### src/txpcr_pkg.sv
// Shared constants, modes and register layout for the transmit configuration bank
package txpcr_pkg;

  // Register offsets on the serial interface
  localparam logic [5:0] ADDR_PIN1      = 6'h01;
  localparam logic [5:0] ADDR_PIN0      = 6'h02;
  localparam logic [5:0] ADDR_THR       = 6'h03;
  localparam logic [5:0] ADDR_MARK_HI   = 6'h04;
  localparam logic [5:0] ADDR_MARK_LO   = 6'h05;
  localparam logic [5:0] ADDR_FIXLEN    = 6'h06;
  localparam logic [5:0] ADDR_AUTO      = 6'h08;
  localparam logic [5:0] ADDR_SLOT      = 6'h0A;

  // Reset values
  localparam logic [7:0] RST_PIN1       = 8'h2E;
  localparam logic [7:0] RST_PIN0       = 8'h3F;
  localparam logic [7:0] RST_THR        = 8'h07;
  localparam logic [7:0] RST_MARK_HI    = 8'hD3;
  localparam logic [7:0] RST_MARK_LO    = 8'h91;
  localparam logic [7:0] RST_FIXLEN     = 8'hFF;
  localparam logic [7:0] RST_AUTO       = 8'h45;
  localparam logic [7:0] RST_SLOT       = 8'h00;

  // Field positions
  localparam int         DS_BIT         = 7;
  localparam int         INV_BIT        = 6;
  localparam int         SEL_MSB        = 5;
  localparam int         SEL_LSB        = 0;
  localparam int         THR_MSB        = 3;
  localparam int         THR_LSB        = 0;
  localparam int         SRC_MSB        = 5;
  localparam int         SRC_LSB        = 4;
  localparam int         CRC_BIT        = 2;
  localparam int         LEN_MSB        = 1;
  localparam int         LEN_LSB        = 0;
  localparam logic [7:0] AUTO_WR_MASK   = 8'h77;

  // Signal select codes with a fixed meaning
  localparam logic [5:0] SEL_TRISTATE   = 6'h2E;
  localparam logic [5:0] SEL_XTAL_DIV   = 6'h3F;

  // Serial header layout
  localparam int         HDR_READ_BIT   = 7;
  localparam int         HDR_BURST_BIT  = 6;
  localparam logic [2:0] LAST_BIT       = 3'h7;
  localparam logic [7:0] STATUS_BYTE    = 8'h00;

  // Threshold map: setting n gives THR_BASE - 4n bytes
  localparam logic [6:0] THR_BASE       = 7'h3D;

  // Crystal clock divider on the output pins
  localparam int         XDIV_RATIO     = 192;
  localparam logic [6:0] XDIV_HALF_LAST = 7'(XDIV_RATIO / 2 - 1);

  // Nine-stage pseudo-random generator
  localparam logic [8:0] PN9_SEED       = 9'h1FF;
  localparam int         PN9_TAP        = 5;

  typedef enum logic [1:0] {
    SRC_FIFO  = 2'b00,
    SRC_SYNC  = 2'b01,
    SRC_PN9   = 2'b10,
    SRC_ASYNC = 2'b11
  } txpcr_src_e;

  typedef enum logic [1:0] {
    LEN_FIXED     = 2'b00,
    LEN_VARIABLE  = 2'b01,
    LEN_UNLIMITED = 2'b10,
    LEN_RESERVED  = 2'b11
  } txpcr_len_e;

  typedef struct packed {
    logic [7:0] pin1;
    logic [7:0] pin0;
    logic [7:0] thr;
    logic [7:0] mark_hi;
    logic [7:0] mark_lo;
    logic [7:0] fixlen;
    logic [7:0] auto_ctl;
    logic [7:0] slot;
  } txpcr_regs_s;

  localparam txpcr_regs_s RST_REGS = '{
    pin1: RST_PIN1, pin0: RST_PIN0, thr: RST_THR, mark_hi: RST_MARK_HI,
    mark_lo: RST_MARK_LO, fixlen: RST_FIXLEN, auto_ctl: RST_AUTO, slot: RST_SLOT
  };

endpackage : txpcr_pkg

### src/txpcr_top.sv
// Transmit configuration register bank with serial register port
//
// Contract
// - Pin1 bit 7 sets drive strength
// - Bit 6 inverts each pin's output
// - Pin1 select six bits, resets three-state
// - Pin0 select resets to crystal/192 clock
// - Compare FIFO fill against threshold bytes
// - Frame marker high/low bytes, reset D391
// - Source 00 takes data from FIFO
// - Source 01 synchronous serial via pin0
// - Source 10 sends PN9 test data
// - Source 11 asynchronous serial via pin0
// - Bit 2 enables checksum, resets one
// - Length mode 00 uses fixed length
// - Mode 01 first FIFO byte is length
// - Mode 10 unlimited; 11 reserved
// - Carrier = base + slot times spacing
// - Registers read/written single or burst
`timescale 1ns/100ps
module txpcr_top (
  // Clock and reset
  input  wire logic        I_REF_CLK,
  input  wire logic        I_RESETN,
  // Serial register port
  input  wire logic        I_SPI_SCLK,
  input  wire logic        I_SPI_CSN,
  input  wire logic        I_SPI_SI,
  output      logic        O_SPI_SO,
  output      logic        O_SPI_SO_OE,
  // General-purpose pins
  input  wire logic        I_GP_PIN0,
  output      logic        O_GP_PIN0,
  output      logic        O_GP_PIN0_OE,
  output      logic        O_GP_PIN1,
  output      logic        O_GP_PIN1_OE,
  output      logic        O_DRIVE_HIGH,
  input  wire logic        I_PIN0_SIGNAL,
  input  wire logic        I_PIN1_SIGNAL,
  output      logic [5:0]  O_PIN0_SELECT,
  output      logic [5:0]  O_PIN1_SELECT,
  // Transmit FIFO side
  input  wire logic [6:0]  I_TX_BYTES,
  input  wire logic        I_FIFO_WR,
  input  wire logic [7:0]  I_FIFO_WDATA,
  input  wire logic        I_FRAME_DONE,
  input  wire logic        I_FIFO_BIT,
  input  wire logic        I_BIT_TICK,
  output      logic        O_THR_EXCEEDED,
  output      logic        O_TX_BIT,
  output      logic [1:0]  O_TX_SOURCE,
  // Frame settings
  output      logic [15:0] O_FRAME_MARKER,
  output      logic [7:0]  O_FRAME_LEN,
  output      logic        O_LEN_FROM_FIFO,
  output      logic        O_LEN_UNLIMITED,
  output      logic        O_CRC_ENABLE,
  // Carrier frequency
  input  wire logic [23:0] I_BASE_FREQ,
  input  wire logic [15:0] I_CARRIER_SLOT_VALUE_SPACING,
  output      logic [23:0] O_CARRIER_WORD
);

  typedef enum logic [1:0] {
    SPI_IDLE   = 2'b00,
    SPI_HEADER = 2'b01,
    SPI_DATA   = 2'b10
  } txpcr_spi_e;

  logic                 rst_meta_n;
  logic                 rst_n;
  logic [3:0]           pin_level;
  logic                 csn;
  logic                 sclk;
  logic                 si;
  logic                 pin0_in;
  logic                 sclk_q;
  logic                 sclk_rise;
  logic                 sclk_fall;
  txpcr_spi_e           spi_state;
  logic [2:0]           bit_cnt;
  logic [7:0]           rx_shift;
  logic [7:0]           rx_byte;
  logic                 byte_done;
  logic                 acc_read;
  logic                 acc_burst;
  logic [5:0]           acc_addr;
  logic [5:0]           next_addr;
  logic [7:0]           tx_shift;
  logic                 wr_en;
  txpcr_pkg::txpcr_regs_s regs;
  txpcr_pkg::txpcr_src_e  src;
  txpcr_pkg::txpcr_len_e  len_mode;
  logic [6:0]           thr_bytes;
  logic [6:0]           xdiv_cnt;
  logic                 xdiv_clk;
  logic [8:0]           pn9;
  logic                 sync_bit;
  logic                 len_pending;
  logic [7:0]           fifo_len;
  logic [5:0]           sel0;
  logic [5:0]           sel1;
  logic                 serial_in;

  ////////////////////////////////////////////////////////////////////////////
  // Reset release and pin synchronisation

  always_ff @(posedge I_REF_CLK or negedge I_RESETN) begin
    if (!I_RESETN) begin
      rst_meta_n <= 1'b0;
      rst_n      <= 1'b0;
    end else begin
      rst_meta_n <= 1'b1;
      rst_n      <= rst_meta_n;
    end
  end

  txpcr_pin_sync #(
    .W       (4),
    .RST_VAL (4'h8)
  ) u_pin_sync (
    .i_clk   (I_REF_CLK),
    .i_rst_n (rst_n),
    .i_async ({I_SPI_CSN, I_SPI_SCLK, I_SPI_SI, I_GP_PIN0}),
    .o_level (pin_level)
  );

  assign csn       = pin_level[3];
  assign sclk      = pin_level[2];
  assign si        = pin_level[1];
  assign pin0_in   = pin_level[0];
  assign sclk_rise = sclk & ~sclk_q;
  assign sclk_fall = ~sclk & sclk_q;
  assign rx_byte   = {rx_shift[6:0], si};
  assign byte_done = sclk_rise && (bit_cnt == txpcr_pkg::LAST_BIT);
  assign next_addr = acc_addr + 6'h01;

  always_ff @(posedge I_REF_CLK or negedge rst_n) begin
    if (!rst_n) begin
      sclk_q <= 1'b0;
    end else begin
      sclk_q <= sclk;
    end
  end

  ////////////////////////////////////////////////////////////////////////////
  // Serial access: header byte, then one data byte or a burst

  always_ff @(posedge I_REF_CLK or negedge rst_n) begin
    if (!rst_n) begin
      spi_state <= SPI_IDLE;
      bit_cnt   <= 3'h0;
      rx_shift  <= 8'h00;
      acc_read  <= 1'b0;
      acc_burst <= 1'b0;
      acc_addr  <= 6'h00;
    end else if (csn) begin
      spi_state <= SPI_IDLE;
      bit_cnt   <= 3'h0;
    end else begin
      unique case (spi_state)
        SPI_IDLE: begin
          spi_state <= SPI_HEADER;
          bit_cnt   <= 3'h0;
        end
        SPI_HEADER, SPI_DATA: begin
          if (sclk_rise) begin
            rx_shift <= rx_byte;
            bit_cnt  <= bit_cnt + 3'h1;
          end
          if (byte_done && spi_state == SPI_HEADER) begin
            acc_read  <= rx_byte[txpcr_pkg::HDR_READ_BIT];
            acc_burst <= rx_byte[txpcr_pkg::HDR_BURST_BIT];
            acc_addr  <= rx_byte[5:0];
            spi_state <= SPI_DATA;
          end else if (byte_done) begin
            if (acc_burst) begin
              acc_addr <= next_addr;
            end else begin
              spi_state <= SPI_HEADER;
            end
          end
        end
        default: begin
          spi_state <= SPI_IDLE;
        end
      endcase
    end
  end

  function automatic logic [7:0] reg_read(input logic [5:0] a,
                                          input txpcr_pkg::txpcr_regs_s r);
    logic [7:0] d;
    d = 8'h00;
    unique case (a)
      txpcr_pkg::ADDR_PIN1:    d = r.pin1;
      txpcr_pkg::ADDR_PIN0:    d = r.pin0;
      txpcr_pkg::ADDR_THR:     d = r.thr;
      txpcr_pkg::ADDR_MARK_HI: d = r.mark_hi;
      txpcr_pkg::ADDR_MARK_LO: d = r.mark_lo;
      txpcr_pkg::ADDR_FIXLEN:  d = r.fixlen;
      txpcr_pkg::ADDR_AUTO:    d = r.auto_ctl;
      txpcr_pkg::ADDR_SLOT:    d = r.slot;
      default:                 d = 8'h00;
    endcase
    return d;
  endfunction : reg_read

  // Read data is loaded at the byte boundary and shifted out on falling clock edges
  always_ff @(posedge I_REF_CLK or negedge rst_n) begin
    if (!rst_n) begin
      tx_shift    <= txpcr_pkg::STATUS_BYTE;
      O_SPI_SO    <= 1'b0;
      O_SPI_SO_OE <= 1'b0;
    end else if (csn || spi_state == SPI_IDLE) begin
      tx_shift    <= txpcr_pkg::STATUS_BYTE;
      O_SPI_SO    <= 1'b0;
      O_SPI_SO_OE <= ~csn;
    end else begin
      O_SPI_SO_OE <= 1'b1;
      if (byte_done) begin
        if (spi_state == SPI_HEADER && rx_byte[txpcr_pkg::HDR_READ_BIT]) begin
          tx_shift <= reg_read(rx_byte[5:0], regs);
        end else if (spi_state == SPI_DATA && acc_read && acc_burst) begin
          tx_shift <= reg_read(next_addr, regs);
        end else begin
          tx_shift <= txpcr_pkg::STATUS_BYTE;
        end
      end else if (sclk_fall) begin
        O_SPI_SO <= tx_shift[7];
        tx_shift <= {tx_shift[6:0], 1'b0};
      end
    end
  end

  ////////////////////////////////////////////////////////////////////////////
  // Register file

  assign wr_en = byte_done && !csn && spi_state == SPI_DATA && !acc_read;

  always_ff @(posedge I_REF_CLK or negedge rst_n) begin
    if (!rst_n) begin
      regs <= txpcr_pkg::RST_REGS;
    end else if (wr_en) begin
      unique case (acc_addr)
        txpcr_pkg::ADDR_PIN1:    regs.pin1    <= rx_byte;
        txpcr_pkg::ADDR_PIN0:    regs.pin0    <= rx_byte;
        txpcr_pkg::ADDR_THR:     regs.thr     <= rx_byte;
        txpcr_pkg::ADDR_MARK_HI: regs.mark_hi <= rx_byte;
        txpcr_pkg::ADDR_MARK_LO: regs.mark_lo <= rx_byte;
        txpcr_pkg::ADDR_FIXLEN:  regs.fixlen  <= rx_byte;
        txpcr_pkg::ADDR_AUTO:    regs.auto_ctl <= rx_byte & txpcr_pkg::AUTO_WR_MASK;
        txpcr_pkg::ADDR_SLOT:    regs.slot    <= rx_byte;
        default:                 regs         <= regs;
      endcase
    end
  end

  assign src       = txpcr_pkg::txpcr_src_e'(
                       regs.auto_ctl[txpcr_pkg::SRC_MSB:txpcr_pkg::SRC_LSB]);
  assign len_mode  = txpcr_pkg::txpcr_len_e'(
                       regs.auto_ctl[txpcr_pkg::LEN_MSB:txpcr_pkg::LEN_LSB]);
  assign sel0      = regs.pin0[txpcr_pkg::SEL_MSB:txpcr_pkg::SEL_LSB];
  assign sel1      = regs.pin1[txpcr_pkg::SEL_MSB:txpcr_pkg::SEL_LSB];
  assign serial_in = (src == txpcr_pkg::SRC_SYNC) || (src == txpcr_pkg::SRC_ASYNC);
  assign thr_bytes = txpcr_pkg::THR_BASE
                   - 7'({regs.thr[txpcr_pkg::THR_MSB:txpcr_pkg::THR_LSB], 2'b00});

  ////////////////////////////////////////////////////////////////////////////
  // Output pins

  always_ff @(posedge I_REF_CLK or negedge rst_n) begin
    if (!rst_n) begin
      xdiv_cnt <= 7'h00;
      xdiv_clk <= 1'b0;
    end else if (xdiv_cnt == txpcr_pkg::XDIV_HALF_LAST) begin
      xdiv_cnt <= 7'h00;
      xdiv_clk <= ~xdiv_clk;
    end else begin
      xdiv_cnt <= xdiv_cnt + 7'h01;
    end
  end

  always_ff @(posedge I_REF_CLK or negedge rst_n) begin
    if (!rst_n) begin
      O_GP_PIN0     <= 1'b0;
      O_GP_PIN0_OE  <= 1'b0;
      O_GP_PIN1     <= 1'b0;
      O_GP_PIN1_OE  <= 1'b0;
      O_DRIVE_HIGH  <= 1'b0;
      O_PIN0_SELECT <= 6'h00;
      O_PIN1_SELECT <= 6'h00;
    end else begin
      O_DRIVE_HIGH  <= regs.pin1[txpcr_pkg::DS_BIT];
      O_PIN0_SELECT <= sel0;
      O_PIN1_SELECT <= sel1;
      O_GP_PIN1_OE  <= (sel1 != txpcr_pkg::SEL_TRISTATE);
      O_GP_PIN1     <= ((sel1 == txpcr_pkg::SEL_XTAL_DIV) ? xdiv_clk : I_PIN1_SIGNAL)
                     ^ regs.pin1[txpcr_pkg::INV_BIT];
      // Pin0 turns into the data input in the serial modes
      O_GP_PIN0_OE  <= (sel0 != txpcr_pkg::SEL_TRISTATE) && !serial_in;
      O_GP_PIN0     <= ((sel0 == txpcr_pkg::SEL_XTAL_DIV) ? xdiv_clk : I_PIN0_SIGNAL)
                     ^ regs.pin0[txpcr_pkg::INV_BIT];
    end
  end

  ////////////////////////////////////////////////////////////////////////////
  // Transmit data source

  always_ff @(posedge I_REF_CLK or negedge rst_n) begin
    if (!rst_n) begin
      pn9 <= txpcr_pkg::PN9_SEED;
    end else if (src == txpcr_pkg::SRC_PN9 && I_BIT_TICK) begin
      pn9 <= {pn9[0] ^ pn9[txpcr_pkg::PN9_TAP], pn9[8:1]};
    end
  end

  always_ff @(posedge I_REF_CLK or negedge rst_n) begin
    if (!rst_n) begin
      sync_bit <= 1'b0;
    end else if (I_BIT_TICK) begin
      sync_bit <= pin0_in;
    end
  end

  always_ff @(posedge I_REF_CLK or negedge rst_n) begin
    if (!rst_n) begin
      O_TX_BIT    <= 1'b0;
      O_TX_SOURCE <= 2'b00;
    end else begin
      O_TX_SOURCE <= src;
      unique case (src)
        txpcr_pkg::SRC_FIFO:  O_TX_BIT <= I_FIFO_BIT;
        txpcr_pkg::SRC_SYNC:  O_TX_BIT <= sync_bit;
        txpcr_pkg::SRC_PN9:   O_TX_BIT <= pn9[0];
        txpcr_pkg::SRC_ASYNC: O_TX_BIT <= pin0_in;
      endcase
    end
  end

  always_ff @(posedge I_REF_CLK or negedge rst_n) begin
    if (!rst_n) begin
      O_THR_EXCEEDED <= 1'b0;
    end else begin
      O_THR_EXCEEDED <= (I_TX_BYTES >= thr_bytes);
    end
  end

  ////////////////////////////////////////////////////////////////////////////
  // Frame format

  // A frame end rearms the capture even if a FIFO write lands in the same cycle
  always_ff @(posedge I_REF_CLK or negedge rst_n) begin
    if (!rst_n) begin
      len_pending <= 1'b1;
      fifo_len    <= 8'h00;
    end else if (I_FRAME_DONE) begin
      len_pending <= 1'b1;
    end else if (I_FIFO_WR && len_pending) begin
      len_pending <= 1'b0;
      fifo_len    <= I_FIFO_WDATA;
    end
  end

  always_ff @(posedge I_REF_CLK or negedge rst_n) begin
    if (!rst_n) begin
      O_FRAME_MARKER  <= 16'h0000;
      O_FRAME_LEN     <= 8'h00;
      O_LEN_FROM_FIFO <= 1'b0;
      O_LEN_UNLIMITED <= 1'b0;
      O_CRC_ENABLE    <= 1'b0;
      O_CARRIER_WORD  <= 24'h000000;
    end else begin
      O_FRAME_MARKER  <= {regs.mark_hi, regs.mark_lo};
      O_CRC_ENABLE    <= regs.auto_ctl[txpcr_pkg::CRC_BIT];
      O_LEN_FROM_FIFO <= (len_mode == txpcr_pkg::LEN_VARIABLE);
      O_LEN_UNLIMITED <= (len_mode == txpcr_pkg::LEN_UNLIMITED);
      unique case (len_mode)
        txpcr_pkg::LEN_FIXED:    O_FRAME_LEN <= regs.fixlen;
        txpcr_pkg::LEN_VARIABLE: O_FRAME_LEN <= fifo_len;
        default:                 O_FRAME_LEN <= 8'h00;
      endcase
      O_CARRIER_WORD  <= I_BASE_FREQ + 24'(regs.slot) * 24'(I_CARRIER_SLOT_VALUE_SPACING);
    end
  end

endmodule : txpcr_top

### src/txpcr_pin_sync.sv
// Three-stage input synchroniser with agreement filter
`timescale 1ns/100ps
module txpcr_pin_sync #(
  parameter int           W       = 1,
  parameter logic [W-1:0] RST_VAL = '0
) (
  // Clock and reset
  input  wire logic         i_clk,
  input  wire logic         i_rst_n,
  // Pins
  input  wire logic [W-1:0] i_async,
  output      logic [W-1:0] o_level
);

  logic [W-1:0] s1;
  logic [W-1:0] s2;
  logic [W-1:0] s3;

  always_ff @(posedge i_clk or negedge i_rst_n) begin
    if (!i_rst_n) begin
      s1 <= RST_VAL;
      s2 <= RST_VAL;
      s3 <= RST_VAL;
    end else begin
      s1 <= i_async;
      s2 <= s1;
      s3 <= s2;
    end
  end

  // A bit moves only once the last two stages agree
  always_ff @(posedge i_clk or negedge i_rst_n) begin
    if (!i_rst_n) begin
      o_level <= RST_VAL;
    end else begin
      o_level <= (s2 & s3) | (o_level & (s2 ^ s3));
    end
  end

endmodule : txpcr_pin_sync

### config.mk
export PLATFORM = sky130hd
export DESIGN_NAME = txpcr_top
export DESIGN_NICKNAME = d
export VERILOG_FILES = /design/src/txpcr_pkg.sv /design/src/txpcr_top.sv /design/src/txpcr_pin_sync.sv
export SDC_FILE = /design/constraint.sdc
export NUM_CORES = 1
export LEC_CHECK = 0
export ABC_AREA = 1
export BUFFER_PORTS_ARGS = -buffer_cell sky130_fd_sc_hd__buf_2
export CAP_MARGIN = 20
export CORE_MARGIN = 3
export CORE_UTILIZATION = 35
export CTS_CLUSTER_DIAMETER = 50
export DETAILED_ROUTE_END_ITERATION = 16
export GPL_TIMING_DRIVEN = 0
export HOLD_SLACK_MARGIN = 0.1
export SYNTH_ARGS = -nofsm -noshare
export SYNTH_HDL_FRONTEND = slang
export SYNTH_SLANG_ARGS = --single-unit
### constraint.sdc
create_clock -name I_REF_CLK -period 6.7 [get_ports I_REF_CLK]
set_clock_uncertainty 0.15 [all_clocks]
set_input_delay 0.335 -clock I_REF_CLK [delete_from_list [all_inputs] [get_ports I_REF_CLK]]
set_output_delay 0.335 -clock I_REF_CLK [all_outputs]
set_load 0.03 [all_outputs]
## After elaboration in Yosys (flattened, before gate mapping)

Index checks and enable logic that the tools add are counted.

| storage, ports and cells | value |
|---|---|
| flip-flop bits (word level) | 210 |
| bits in writable memories | 0 |
| output and inout bits | 74 |
| ROM bits | 0 |
| memories kept | 0 |
| bits in latches | 0 |

| cells by class | value |
|---|---|
| add/sub/neg operators | 5 |
| eq/ne operators | 41 |
| mux-type cells | 29 |
| bitwise gates (word level) | 14 |
| $lt $le $gt $ge | 1 |
| shifts and indexed selects | 0 |
| multiply operators | 1 |
| reduce and logical (&&, ||, !) cells | 41 |
| divide/modulo/power cells | 0 |

Operators by type and width:

| cell | number |
|---|---|
| one-hot mux 8 bit (8 select lines) | 2 |
| == test 6 x 3 -> 1 bit (second input constant) | 9 |
| two-way mux 8 bit | 5 |
| == test 6 x 2 -> 1 bit (second input constant) | 6 |
| == test 6 x 4 -> 1 bit (second input constant) | 6 |
| adder 24 bit | 1 |
| multiplier 8 x 16 -> 24 bit | 1 |
| AND reduction 2 bit | 12 |
| == test 6 x 1 -> 1 bit (second input constant) | 3 |
| two-way mux 6 bit | 3 |
| one-hot mux 8 bit (2 select lines) | 1 |
| == test 6 bit (second input constant) | 2 |
| != test 6 bit (second input constant) | 2 |
| logical AND 1 bit | 11 |
| AND 4 bit | 2 |
| == test 2 bit (second input constant) | 4 |
| two-way mux 1 bit | 8 |
| two-way mux 2 bit | 4 |
| != test 4 x 3 -> 1 bit (second input constant) | 2 |
| nonzero test 2 bit | 4 |
| adder 7 x 1 -> 7 bit (second input constant) | 1 |
| == test 7 bit (second input constant) | 1 |
| >= comparator 7 bit | 1 |
| two-way mux 7 bit | 1 |
| other kinds (23) | 40 |

## Logic depth before layout (Yosys ltp)

Gate-level depths: netlist of run 1.

| logic depth | value |
|---|---|
| depth after elaboration | 7 |
| gate-level depth with buffers | 23 |
| mapped depth without buffers | 21 |

## Cells and area by module

Synthesis of run 1 repeated with hierarchy kept, for this count alone.

| unflattened totals | value |
|---|---|
| cell total of the unflattened synthesis | 1639 |
| area, all modules | 13804.5 um^2 |

Modules (own cells, without submodules):

| module | times used | area each (um^2) | sequential area each (um^2) | cells an instance |
|---|---|---|---|---|
| txpcr_top | 1 | 13304.0 | 4907.2 | 1607 |
| txpcr_pin_sync | 1 | 500.5 | 405.4 | 32 |

## Worst setup path after synthesis of run 1

No wires, ideal clock.

| path | value |
|---|---|
| kind | register to register |
| start | register regs[2] in the netlist's numbering |
| end | register O_CARRIER_WORD[16] |
| required time | 6423 ps |
| cell stages (with the launch flop) | 18 |
| data arrival time | 4307 ps |
| slack | 2116 ps |
| cells stage by stage | dfrtp_1 -> clkbuf_1 -> clkbuf_1 -> nand2_1 -> fa_1 -> fa_1 -> inv_1 -> fa_1 -> inv_1 -> fa_1 -> inv_1 -> ha_1 -> a21o_1 -> a21oi_1 -> o21ai_1 -> a21oi_1 -> o21ai_1 -> xor2_1 |

| on the way | value |
|---|---|
| word-level cells in the longest chain between the ends | 2 |

Ends and longest elaborated chain:

| item | line | source |
|---|---|---|
| start: declaration | txpcr_top.sv:91 | `txpcr_pkg::txpcr_regs_s regs;` |
| start signal: assignment | txpcr_top.sv:243 | `regs <= txpcr_pkg::RST_REGS;` |
| start signal: assignment | txpcr_top.sv:254 | `default: regs <= regs;` |
| multiplier 8 x 16 -> 24 bit | txpcr_top.sv:383 | `O_CARRIER_WORD <= I_BASE_FREQ + 24'(regs.slot) * 24'(I_CARRIER_SLOT_VALUE_SPACING);` |
| adder 24 bit | txpcr_top.sv:383 |  |
| end signal: assignment | txpcr_top.sv:383 |  |
| end: declaration | txpcr_top.sv:61 | `output logic [23:0] O_CARRIER_WORD` |

No other way between the ends.
A chain may end at the register's enable or synchronous reset.

## Worst setup path in the final report of run 1

| path | value |
|---|---|
| start | register regs[0] in the netlist's numbering |
| end | register O_CARRIER_WORD[21] |

Same word-level chain as after synthesis.

==> metrics.csv, run 1 <==
stage,metric,value,unit
timing,rsz0062_at_grt,no,
worst_setup_path,r2r_slack,1.13,ns
cts,clk_pin_slew,0.06,ns
detailed_routing,viasPerCell,4.79,
finish,mostFrequentLayoutCell,nand2_1,
worst_setup_path,critPathBufInv,5,
hold_path,hp-class,flip-flop to asynchronous set/reset pin,
detailed_routing,wl_per_cell,16.8,um
detailed_routing,drt_pass1_iterations,5,
cts,htreeDepth,1,
finish,final_cells,2354,
timing,finalHoldViolCount,0,
cts,cts_buffer_depth,3,
synthesis,yosys.cell_types.count,50,
timing,timing.final.crit_share,83.1,%
placed_design,dp_hpwl,30.1,mm
finish,post-route-util,42.7,%
finish,final_cell_mix,"396 x nand2_1, 322 x inv_1, 163 x dfrtp_1",
worst_setup_path,r2r-start,regs[0],
synthesis,synth_nets,1862,
detailed_routing,vias,11300,
die,fp.dieH,205,um
power_and_ir_drop,total_power,3510,uW
finish,fillCellCount,3820,
worst_setup_path,cp.required,7.03,ns
placed_design,gp_congestion,0.929,
die,die_area,42000,um2
worst_setup_path,rr_endpoint,O_CARRIER_WORD[21],
synthesis,ys.flop_type,dfrtp_1,
cts,cts_setup_buffers,0,
finish,drive_gt1_share,15.6,%
worst_setup_path,critPathLaunchType,flip-flop,
global_routing,grt_max_degree,68,
timing,final_max_slew_viol_count,0,
synthesis,syn_inst,1626,
die,die_w,205,um
synthesis,yosysSeqAreaShare,38.4,%
timing,hold_ws,0.130,ns
placed_design,dp_cells,2271,
worst_setup_path,crit_family,adder cells,
worst_setup_path,crit_chain,"clkbuf_1, clkbuf_1, nand2_1, fa_1, inv_1, fa_1, fa_1, inv_1, fa_1, inv_1, ha_1, a21oi_1, o21ai_0, nand2_1, nand3_1, a21oi_1, nor2_1, nor2_1, xnor2_1",
power_and_ir_drop,p_per_area,212,nW/um2
cts,cts.sinks,210,
worst_setup_path,crit_fanout,10,
synthesis,synth_edf_count,0,
cts,ctsRootBufferMaster,clkbuf_16,
run,drv_cap,0,
finish,antennaDiodeCount,0,
status,outcome,completed,
cts,cts_buffers,31,
timing,fmax,180,MHz
global_routing,grt_use_total,19.1,%
synthesis,yosys_warnings,0,
global_routing,grt_pass1_vias,11600,
global_routing,grt_pass1_wl,62.9,mm
synthesis,syn_area,13800,um2
synthesis,async_flop_share,100,%
cts,worstSkewPairLatency,0.57,ns
power_and_ir_drop,peakVddDrop,0.184,mV
worst_setup_path,critPathKind,flip-flop to flip-flop,
cts,ctsResizeCount,0,
timing,relSlewSlack,34.2,%
detailed_routing,ant_nets,0,
worst_setup_path,worstSetupStartpoint,regs[0],
detailed_routing,drc,0,
cts,cts_tree,built,
detailed_routing,initialDrtViolationCount,718,
worst_setup_path,cpMostUsedCell,fa_1,
global_routing,overflow,0,
worst_setup_path,end_kind,flip-flop,
timing,setup_violations,0,
worst_setup_path,reg2regPathDepth,19,
die,io_pins,141,
worst_setup_path,worstPathArrival,5.90,ns
global_routing,antenna_found_initial,0,
power_and_ir_drop,p_leak,0.00881,uW
synthesis,avgSynthCellArea,8.51,um2
finish,area_delta_synth_final,19.8,%
worst_setup_path,max_stage_delay,0.61,ns
placed_design,io_buffers,124,
finish,nets,2047,
die,rows,72,
die,floorplan.initialDensity,35.6,%
timing,tightestPinTransition,0.980,ns
detailed_routing,wirelength,39.4,mm
die,core_area,38800,um2
synthesis,yosys_register_bits,210,
worst_setup_path,worst_path_max_delay_cell,clkbuf_1,
timing,min_period,5.57,ns
finish,multi_input_area,7010,um2
finish,seq_area,5320,um2
[worst max-delay path by stage]
stage | depth (start not counted) | end | slack [ns]
2_1_floorplan | 0 | O_CARRIER_WORD[0] | 0.35
3_3_place_gp | 0 | O_CARRIER_WORD[0] | -2.22
3_5_place_dp | 22 | O_CARRIER_WORD[21] | 1.19
4_1_cts | 22 | O_CARRIER_WORD[21] | 1.14
5_1_grt | 18 | O_CARRIER_WORD[21] | 0.84
6_report | 19 | O_CARRIER_WORD[21] | 1.13
[through the flow]
stage               setup slack (ns)  instance area, um2  setup TNS, ns
floorplan                      0.345               13800              0
global placement               -2.22               15100        -356.30
detailed placement              1.19               15200              0
CTS                             1.14               16600              0
global route                   0.836               16600              0
finish                          1.13               16600              0
[cell usage after synthesis (4+ instances only)]
| cell type | count | area, um2 |
|---|---|---|
| o21ai_0 | 92 | 460 |
| nor2_2 | 8 | 50.1 |
| inv_1 | 322 | 1210 |
| a21oi_1 | 54 | 270 |
| nand2_1 | 396 | 1490 |
| o21ai_1 | 15 | 75.1 |
| buf_6 | 8 | 90.1 |
| clkbuf_1 | 31 | 116 |
| dfrtp_1 | 164 | 4100 |
| a21o_1 | 8 | 60.1 |
| mux2_2 | 8 | 90.1 |
| nor3_1 | 8 | 40.0 |
| ha_1 | 63 | 788 |
| inv_2 | 4 | 15.0 |
| xnor2_1 | 11 | 96.3 |
| nor2_1 | 77 | 289 |
| buf_1 | 11 | 41.3 |
| nand4_1 | 16 | 100 |
| nand3_1 | 106 | 531 |
| xor2_1 | 16 | 140 |
| dfstp_2 | 46 | 1210 |
| o21ai_2 | 5 | 43.8 |
| fa_1 | 106 | 2120 |
| o22ai_1 | 8 | 50.1 |
| buf_2 | 5 | 25.0 |
[kinds of logic (layout without fill, tap and decap cells)]
group | Yosys count | after routing | share of synthesized area (%)
adders and majority gates | 169 | 169 | 21.0
AOI/OAI and AO/OA | 195 | 195 | 7.69
and+or+nand+nor | 632 | 632 | 19.6
muxes | 8 | 8 | 0.651
DFF | 210 | 210 | 38.4
xor gates and xnor gates | 27 | 27 | 1.71
buffers and inverters | 384 | 594 | 10.9
other | 1 | 1 | 0.0271
[worst register-to-register path: stages (launching register included)]
cell and delay (ns):
dfrtp_1 0.32, clkbuf_1 0.61, clkbuf_1 0.52, nand2_1 0.17, fa_1 0.54, inv_1 0.05, fa_1 0.48, fa_1 0.55
inv_1 0.05, fa_1 0.48, inv_1 0.05, ha_1 0.34, a21oi_1 0.18, o21ai_0 0.15, nand2_1 0.11, nand3_1 0.15
a21oi_1 0.28, nor2_1 0.07, nor2_1 0.12, xnor2_1 0.12
[repair_timing]
item	CTS	global route
hold buffers	25	0
setup endpoints to repair	0	0
endpoints found under the hold margin	23	0
[metal layers]
layer | global-route usage (%) | part of all wire [%] | routed length (um) | vias up
met2 | 32.6 | 48 | 19000 | 355
li1 | - | - | - | 5379
met3 | 2.76 | 6.0 | 2360 | 84
met4 | 6.96 | 3.4 | 1320 | 0
met1 | 24.8 | 42 | 16700 | 5464
met5 | 0 | 0 | 0 | -
[flip-flops by register name (all words and copies together), names as in the netlist, 3 cells and up]
signal,flops
O_PIN1_SELECT,6
O_CARRIER_WORD,24
tx_shift,8
rx_shift,7
O_FRAME_LEN,8
regs,60
O_PIN0_SELECT,6
fifo_len,8
u_pin_sync.s1,4
u_pin_sync.o_level,4
u_pin_sync.s3,4
u_pin_sync.s2,4
xdiv_cnt,7
acc_addr,6
bit_cnt,3
pn9,9
O_FRAME_MARKER,16
[power by group]
part           switching, uW  internal [uW]  total (uW)
clock                    654           1090        1740
combinational            308            110         418
sequential              34.1           1320        1350
[final cells by class]
cell class              count  area share, %
multi-input cells        1032           42.3
flip-flops and latches    210           32.1
inverters                 328           7.43
repair buffers            152           5.75
clock buffers              34           4.87
well taps                 518           3.91
clock inverters            24           1.98
plain buffers              56           1.69
Power figures use the tool's default switching activity.
==> run 2: changes to the inputs <==
clock period = 5.7 ns   (was 6.7 ns; I/O delays follow)
==> run 2 against run 1 <==
Setup slack lost 0.78 ns. Routed wire length shrank 0.46%. Fmax grew 4.1%. Worst hold slack lost 0.0068 ns. Register-to-register slack lost 0.78 ns. Count of clock-buffer cells in the layout is the same. Sequential cell count is the same. Critical endpoint unchanged. Largest cell class unchanged. Largest power group unchanged.
==> metrics.csv, run 2 (synthesis gave the netlist of run 1 again) <==
stage,metric,value,unit,change
status,outcome,completed,,unchanged
timing,min_period,5.35,ns,was 5.57 ns
cts,cts_buffer_depth,3,,unchanged
global_routing,grt_use_total,18.8,%,was 19.1%
finish,final_cell_mix,"396 x nand2_1, 322 x inv_1, 163 x dfrtp_1",,unchanged
timing,relSlewSlack,32.5,%,was 34.2%
power_and_ir_drop,p_leak,0.00873,uW,was 0.00881 uW
detailed_routing,ant_nets,0,,unchanged
die,io_pins,141,,unchanged
die,die_w,205,um,unchanged
cts,cts_buffers,29,,was 31
die,core_area,38800,um2,unchanged
die,die_area,42000,um2,unchanged
finish,area_delta_synth_final,18.7,%,was 19.8%
detailed_routing,wl_per_cell,16.7,um,was 16.8 um
worst_setup_path,end_kind,flip-flop,,unchanged
detailed_routing,viasPerCell,4.79,,about the same
timing,finalHoldViolCount,0,,unchanged
timing,tightestPinTransition,1.00,ns,was 0.980 ns
worst_setup_path,worst_path_max_delay_cell,fa_1,,was clkbuf_1
detailed_routing,vias,11200,,was 11300
worst_setup_path,worstSetupStartpoint,regs[3],,was regs[0]
global_routing,grtUsageMet1,24.2,%,was 24.8%
detailed_routing,wirelength,39.3,mm,was 39.4 mm
cts,cts_setup_buffers,0,,unchanged
timing,fmax,187,MHz,was 180 MHz
global_routing,top_usage_layer,met2,,unchanged
finish,multi_input_area,7010,um2,unchanged
placed_design,dp_hpwl,30.0,mm,was 30.1 mm
cts,cts_tree,built,,unchanged
worst_setup_path,crit_cells,18,,was 19
finish,mostFrequentLayoutCell,nand2_1,,unchanged
hold_path,hp-class,flip-flop to asynchronous set/reset pin,,unchanged
die,floorplan.initialDensity,35.6,%,unchanged
finish,largest_reg_flops,60,,unchanged
cts,htreeDepth,1,,unchanged
power_and_ir_drop,p_per_area,238,nW/um2,was 212 nW/um2
die,rows,72,,unchanged
power_and_ir_drop,total_power,3910,uW,was 3510 uW
global_routing,antenna_found_initial,0,,unchanged
cts,worstSkewPairLatency,0.57,ns,about the same
worst_setup_path,rr_endpoint,O_CARRIER_WORD[21],,unchanged
worst_setup_path,crit_fanout,10,,unchanged
power_and_ir_drop,peakVddDrop,0.215,mV,was 0.184 mV
worst_setup_path,critPathKind,flip-flop to flip-flop,,unchanged
worst_setup_path,r2r_slack,0.35,ns,was 1.13 ns
timing,layout_setup_ws,0.349,ns,was 1.13 ns
finish,reg.largest.list,"regs (60), O_CARRIER_WORD (24), O_FRAME_MARKER (16)",,unchanged
global_routing,grt_pass1_vias,11300,,was 11600
global_routing,grtUsageMet2,32.6,%,about the same
finish,seq_area,5320,um2,unchanged
global_routing,grt_pass1_wl,61.7,mm,was 62.9 mm
run,drv_cap,0,,unchanged
timing,rsz0062_at_grt,no,,unchanged
placed_design,gp_congestion,0.944,,was 0.929
detailed_routing,drt_pass1_iterations,6,,was 5
worst_setup_path,reg2regPathDepth,18,,was 19
finish,top_register,regs,,unchanged
global_routing,grt_max_degree,74,,was 68
timing,final_max_slew_viol_count,0,,unchanged
timing,setup_violations,0,,unchanged
placed_design,io_buffers,124,,unchanged
timing,timing.final.crit_share,93.9,%,was 83.1%
worst_setup_path,critPathBufInv,5,,unchanged
worst_setup_path,crit_chain,"clkbuf_1, clkbuf_1, nand2_1, fa_1, inv_1, fa_1, fa_1, inv_1, fa_1, inv_1, ha_1, a21o_1, a31oi_1, nand3_1, a21oi_1, nor2_1, nor2_1, xnor2_1",,"was clkbuf_1, clkbuf_1, nand2_1, fa_1, inv_1, fa_1, fa_1, inv_1, fa_1, inv_1, ha_1, a21oi_1, o21ai_0, nand2_1, nand3_1, a21oi_1, nor2_1, nor2_1, xnor2_1"
cts,ctsRootBufferMaster,clkbuf_16,,unchanged
placed_design,dp_slack,0.209,ns,was 1.19 ns
worst_setup_path,critPathLaunchType,flip-flop,,unchanged
finish,nets,2042,,was 2047
worst_setup_path,cp.required,6.02,ns,was 7.03 ns
detailed_routing,drc,0,,unchanged
timing,hold_ws,0.123,ns,was 0.130 ns
global_routing,use_met3,2.99,%,was 2.76%
cts,clk_pin_slew,0.05,ns,was 0.06 ns
worst_setup_path,cpMostUsedCell,fa_1,,unchanged
worst_setup_path,endpoint,O_CARRIER_WORD[21],,unchanged
finish,fillCellCount,3865,,was 3820
worst_setup_path,max_stage_delay,0.53,ns,was 0.61 ns
finish,drive_gt1_share,15.5,%,was 15.6%
timing,tns,0,ns,unchanged
global_routing,overflow,0,,unchanged
worst_setup_path,worstPathArrival,5.67,ns,was 5.90 ns
worst_setup_path,r2r-start,regs[3],,was regs[0]
worst_setup_path,crit_family,adder cells,,unchanged
detailed_routing,initialDrtViolationCount,811,,was 718
finish,post-route-util,42.3,%,was 42.7%
cts,cts.sinks,210,,unchanged
finish,antennaDiodeCount,0,,unchanged
die,fp.dieH,205,um,unchanged
==> run 2: cell count changes in the layout (fill, tap and decap cells not counted), sizes merged <==
cell      delta
clkbuf       -3
clkinvlp     +2
bufinv       -3
clkinv       -3
==> run 2: final cells by class <==
cell class	instances	area share [%]
plain buffers	53	1.65
clock inverters	20	1.32
flip-flops and latches	210	32.4
clock buffers	34	4.72
multi-input cells	1032	42.7
inverters	328	7.50
well taps	518	3.95
repair buffers	152	5.80
==> run 2: repair_timing <==
action	CTS	global route
gates resized for setup	0	2
setup endpoints to repair	0	2
hold buffers	25	0
endpoints found under the hold margin	28	0
==> run 2: worst min-delay path by stage <==
stage,from,endpoint,slack (ns)
5_1_grt,rst_n,u_pin_sync.s1[2],0.17
2_1_floorplan,I_RESETN,rst_meta_n,-0.16
3_3_place_gp,I_RESETN,rst_meta_n,-0.08
4_1_cts,rst_n,u_pin_sync.s1[2],0.14
6_report,rst_n,u_pin_sync.s1[2],0.12
3_5_place_dp,I_RESETN,rst_meta_n,-0.07
==> run 2: through the flow <==
stage | cell area (um2) | cells
after global placement | 15100 | 2268
after floorplan | 13800 | 1626
after global routing | 16400 | 2347
after detailed placement | 15200 | 2271
final | 16400 | 2347
after CTS | 16400 | 2350
==> run 2: layer usage <==
layer | vias to the layer above | wire length, um
li1 | 5359 | -
met1 | 5465 | 16600
met2 | 329 | 19000
met3 | 80 | 2430
met4 | 0 | 1230
met5 | - | 0
==> run 2: power breakdown <==
part / internal (uW) / switching [uW] / total (uW)
logic: 129 / 367 / 495
clock network: 1090 / 733 / 1820
registers: 1550 / 41.2 / 1590
total: 2760 / 1140 / 3910
==> run 3: changes to the inputs <==
CORE_MARGIN = 5   (was 3)
==> run 3 against run 2 <==
Critical path depth up 1. Cell count up 0.38%. Setup slack worse by 0.049 ns. Sequential cell count unchanged. Via count about the same. Clock power up 12%. First-iteration DRC count down 7.3%. Routed wire length up 2.5%. Cell area up 0.94%. Count of clock-buffer cells in the layout up 7. Sequential power about the same. Critical path type unchanged.
==> metrics.csv, run 3 (synthesis gave the netlist of run 1 again) <==
stage,metric,value,unit,change
timing,rsz0062_at_grt,no,,unchanged
detailed_routing,drc,0,,unchanged
placed_design,io_buffers,124,,unchanged
finish,top_register,regs,,unchanged
finish,multi_input_area,7010,um2,unchanged
worst_setup_path,critPathKind,flip-flop to flip-flop,,unchanged
placed_design,dp_hpwl,30.7,mm,was 30.0 mm
timing,min_period,5.40,ns,was 5.35 ns
cts,cts.sinks,210,,unchanged
power_and_ir_drop,total_power,4120,uW,was 3910 uW
detailed_routing,ant_nets,0,,unchanged
power_and_ir_drop,p_int,2940,uW,was 2760 uW
timing,relSlewSlack,39.0,%,was 32.5%
finish,seq_area,5320,um2,unchanged
cts,cts_buffers,34,,was 29
timing,fmax,185,MHz,was 187 MHz
status,outcome,completed,,unchanged
finish,nets,2048,,was 2042
power_and_ir_drop,power_frac_comb,12.0,%,was 12.7%
worst_setup_path,crit_fanout,10,,unchanged
power_and_ir_drop,sw_frac_of_total,28.8,%,was 29.2%
cts,ctsRootBufferMaster,clkbuf_16,,unchanged
worst_setup_path,cp.required,5.99,ns,was 6.02 ns
power_and_ir_drop,p_leak,0.00880,uW,was 0.00873 uW
global_routing,grt_use_total,18.6,%,was 18.8%
cts,clk_pin_slew,0.05,ns,about the same
timing,finalHoldViolCount,0,,unchanged
placed_design,gp_congestion,0.945,,was 0.944
cts,htreeDepth,2,,was 1
worst_setup_path,end_kind,flip-flop,,unchanged
power_and_ir_drop,seqPwrFrac,38.5,%,was 40.7%
timing,tns,0,ns,unchanged
global_routing,antenna_found_initial,0,,unchanged
global_routing,grt_max_degree,72,,was 74
detailed_routing,wl_per_cell,17.1,um,was 16.7 um
timing,final_max_slew_viol_count,0,,unchanged
die,die_w,209,um,was 205 um
finish,mostFrequentLayoutCell,nand2_1,,unchanged
timing,timing.final.crit_share,94.7,%,was 93.9%
cts,worstSkewPairLatency,0.53,ns,was 0.57 ns
power_and_ir_drop,peakVddDrop,0.177,mV,was 0.215 mV
finish,fin_area,16600,um2,was 16400 um2
worst_setup_path,r2r_slack,0.30,ns,was 0.35 ns
detailed_routing,vias,11200,,about the same
die,rows,72,,unchanged
finish,post-route-util,42.6,%,was 42.3%
die,floorplan.initialDensity,35.6,%,about the same
die,fp.dieH,209,um,was 205 um
finish,drive_gt1_share,15.6,%,was 15.5%
worst_setup_path,crit_chain,"clkbuf_1, clkbuf_1, nand2_1, inv_1, fa_1, fa_1, fa_1, inv_1, fa_1, inv_1, ha_1, a21oi_1, o21ai_0, nand2_1, nand3_1, a21oi_1, nor2_1, nor2_1, xnor2_1",,"was clkbuf_1, clkbuf_1, nand2_1, fa_1, inv_1, fa_1, fa_1, inv_1, fa_1, inv_1, ha_1, a21o_1, a31oi_1, nand3_1, a21oi_1, nor2_1, nor2_1, xnor2_1"
worst_setup_path,critPathLaunchType,flip-flop,,unchanged
cts,cts_buffer_depth,3,,unchanged
global_routing,grt_pass1_vias,11400,,was 11300
finish,fillCellCount,3897,,was 3865
die,io_pins,141,,unchanged
worst_setup_path,reg2regPathDepth,19,,was 18
placed_design,place_area,15200,um2,unchanged
cts,cts_setup_buffers,0,,unchanged
power_and_ir_drop,p_per_area,249,nW/um2,was 238 nW/um2
worst_setup_path,worst_path_max_delay_cell,clkbuf_1,,was fa_1
hold_path,hp-class,flip-flop to asynchronous set/reset pin,,unchanged
finish,reg.largest.list,"regs (60), O_CARRIER_WORD (24), O_FRAME_MARKER (16)",,unchanged
power_and_ir_drop,p_sw,1190,uW,was 1140 uW
die,core_area,38900,um2,was 38800 um2
timing,tightestPinTransition,0.915,ns,was 1.00 ns
global_routing,overflow,0,,unchanged
worst_setup_path,r2r-start,regs[4],,was regs[3]
timing,setup_violations,0,,unchanged
worst_setup_path,worstSetupStartpoint,regs[4],,was regs[3]
detailed_routing,wirelength,40.2,mm,was 39.3 mm
worst_setup_path,max_stage_delay,0.53,ns,about the same
finish,final_cell_mix,"396 x nand2_1, 322 x inv_1, 163 x dfrtp_1",,unchanged
finish,area_delta_synth_final,19.8,%,was 18.7%
detailed_routing,drt_pass1_iterations,6,,unchanged
worst_setup_path,rr_endpoint,O_CARRIER_WORD[21],,unchanged
run,drv_cap,0,,unchanged
detailed_routing,initialDrtViolationCount,752,,was 811
finish,largest_reg_flops,60,,unchanged
global_routing,grt_pass1_wl,64.6,mm,was 61.7 mm
worst_setup_path,cpMostUsedCell,fa_1,,unchanged
power_and_ir_drop,pwr-share-clk,49.5,%,was 46.6%
detailed_routing,viasPerCell,4.77,,was 4.79
worst_setup_path,worstPathArrival,5.70,ns,was 5.67 ns
cts,cts_tree,built,,unchanged
die,die_area,43600,um2,was 42000 um2
run 3: cell count changes in the layout (fill, tap and decap cells not counted), sizes merged:
cell	delta
clkbuf	+7
clkinvlp	-1
diode	+1
dlygate4sd3	+1
inv	+1
run 3: layout make-up:
type	instances	share of cell area, %
Inverter	328	7.43
Buffer	53	1.62
Tap cell	518	3.91
Timing Repair Buffer	153	5.81
Multi-Input combinational cell	1032	42.3
Clock inverter	20	1.37
Antenna cell	1	0.0151
Sequential cell	210	32.1
Clock buffer	41	5.47
run 3: critical path, delay by kind of cell (launching register included):
family / cells / cell delay (ns)
buffers and inverters: 5 / 1.25
and+or+nand+nor: 5 / 0.57
DFF: 1 / 0.31
AOI/OAI and AO/OA: 3 / 0.67
adders and majority gates: 5 / 2.25
xor gates and xnor gates: 1 / 0.13
run 3: worst max-delay path by stage:
stage,to,slack [ns],depth (start not counted)
floorplan,O_CARRIER_WORD[16],1.12,17
global placement,O_CARRIER_WORD[21],0.23,22
detailed placement,O_CARRIER_WORD[21],0.18,22
CTS,O_CARRIER_WORD[21],0.18,22
global route,O_CARRIER_WORD[21],0.03,19
finish,O_CARRIER_WORD[21],0.30,19
run 3: per-layer routing:
metal	wire length [um]	part of all wire, %	global-route usage (%)
met1	17200	43	24.5
met2	19900	50	31.8
met4	923	2.3	5.36
met5	0	0	0
met3	2160	5.4	3.22
run 3: repair_timing:
item	in CTS	in global routing
gates resized for setup	0	0
hold buffers	26	0
endpoints found under the setup margin	0	4
hold endpoints to repair	33	0
run 3: power by group through the flow:
| stage | sequential, uW | combinational [uW] | clock (uW) |
|---|---|---|---|
| after floorplan | 1640 | 252 | 0 |
| after CTS | 1590 | 496 | 2110 |
| after detailed placement | 1610 | 479 | 0 |
| final | 1590 | 494 | 2040 |
| after global placement | 1640 | 440 | 0 |
| after global routing | 1590 | 545 | 2170 |
run 3: metrics by stage:
| step | cells | setup slack (ns) | hold slack [ns] |
|---|---|---|---|
| after CTS | 2358 | 0.176 | 0.198 |
| after global routing | 2355 | 0.0287 | 0.202 |
| final | 2356 | 0.300 | 0.192 |
| after detailed placement | 2271 | 0.179 | -0.0765 |
| after global placement | 2268 | 0.232 | -0.0799 |
| after floorplan | 1626 | 1.12 | -0.161 |
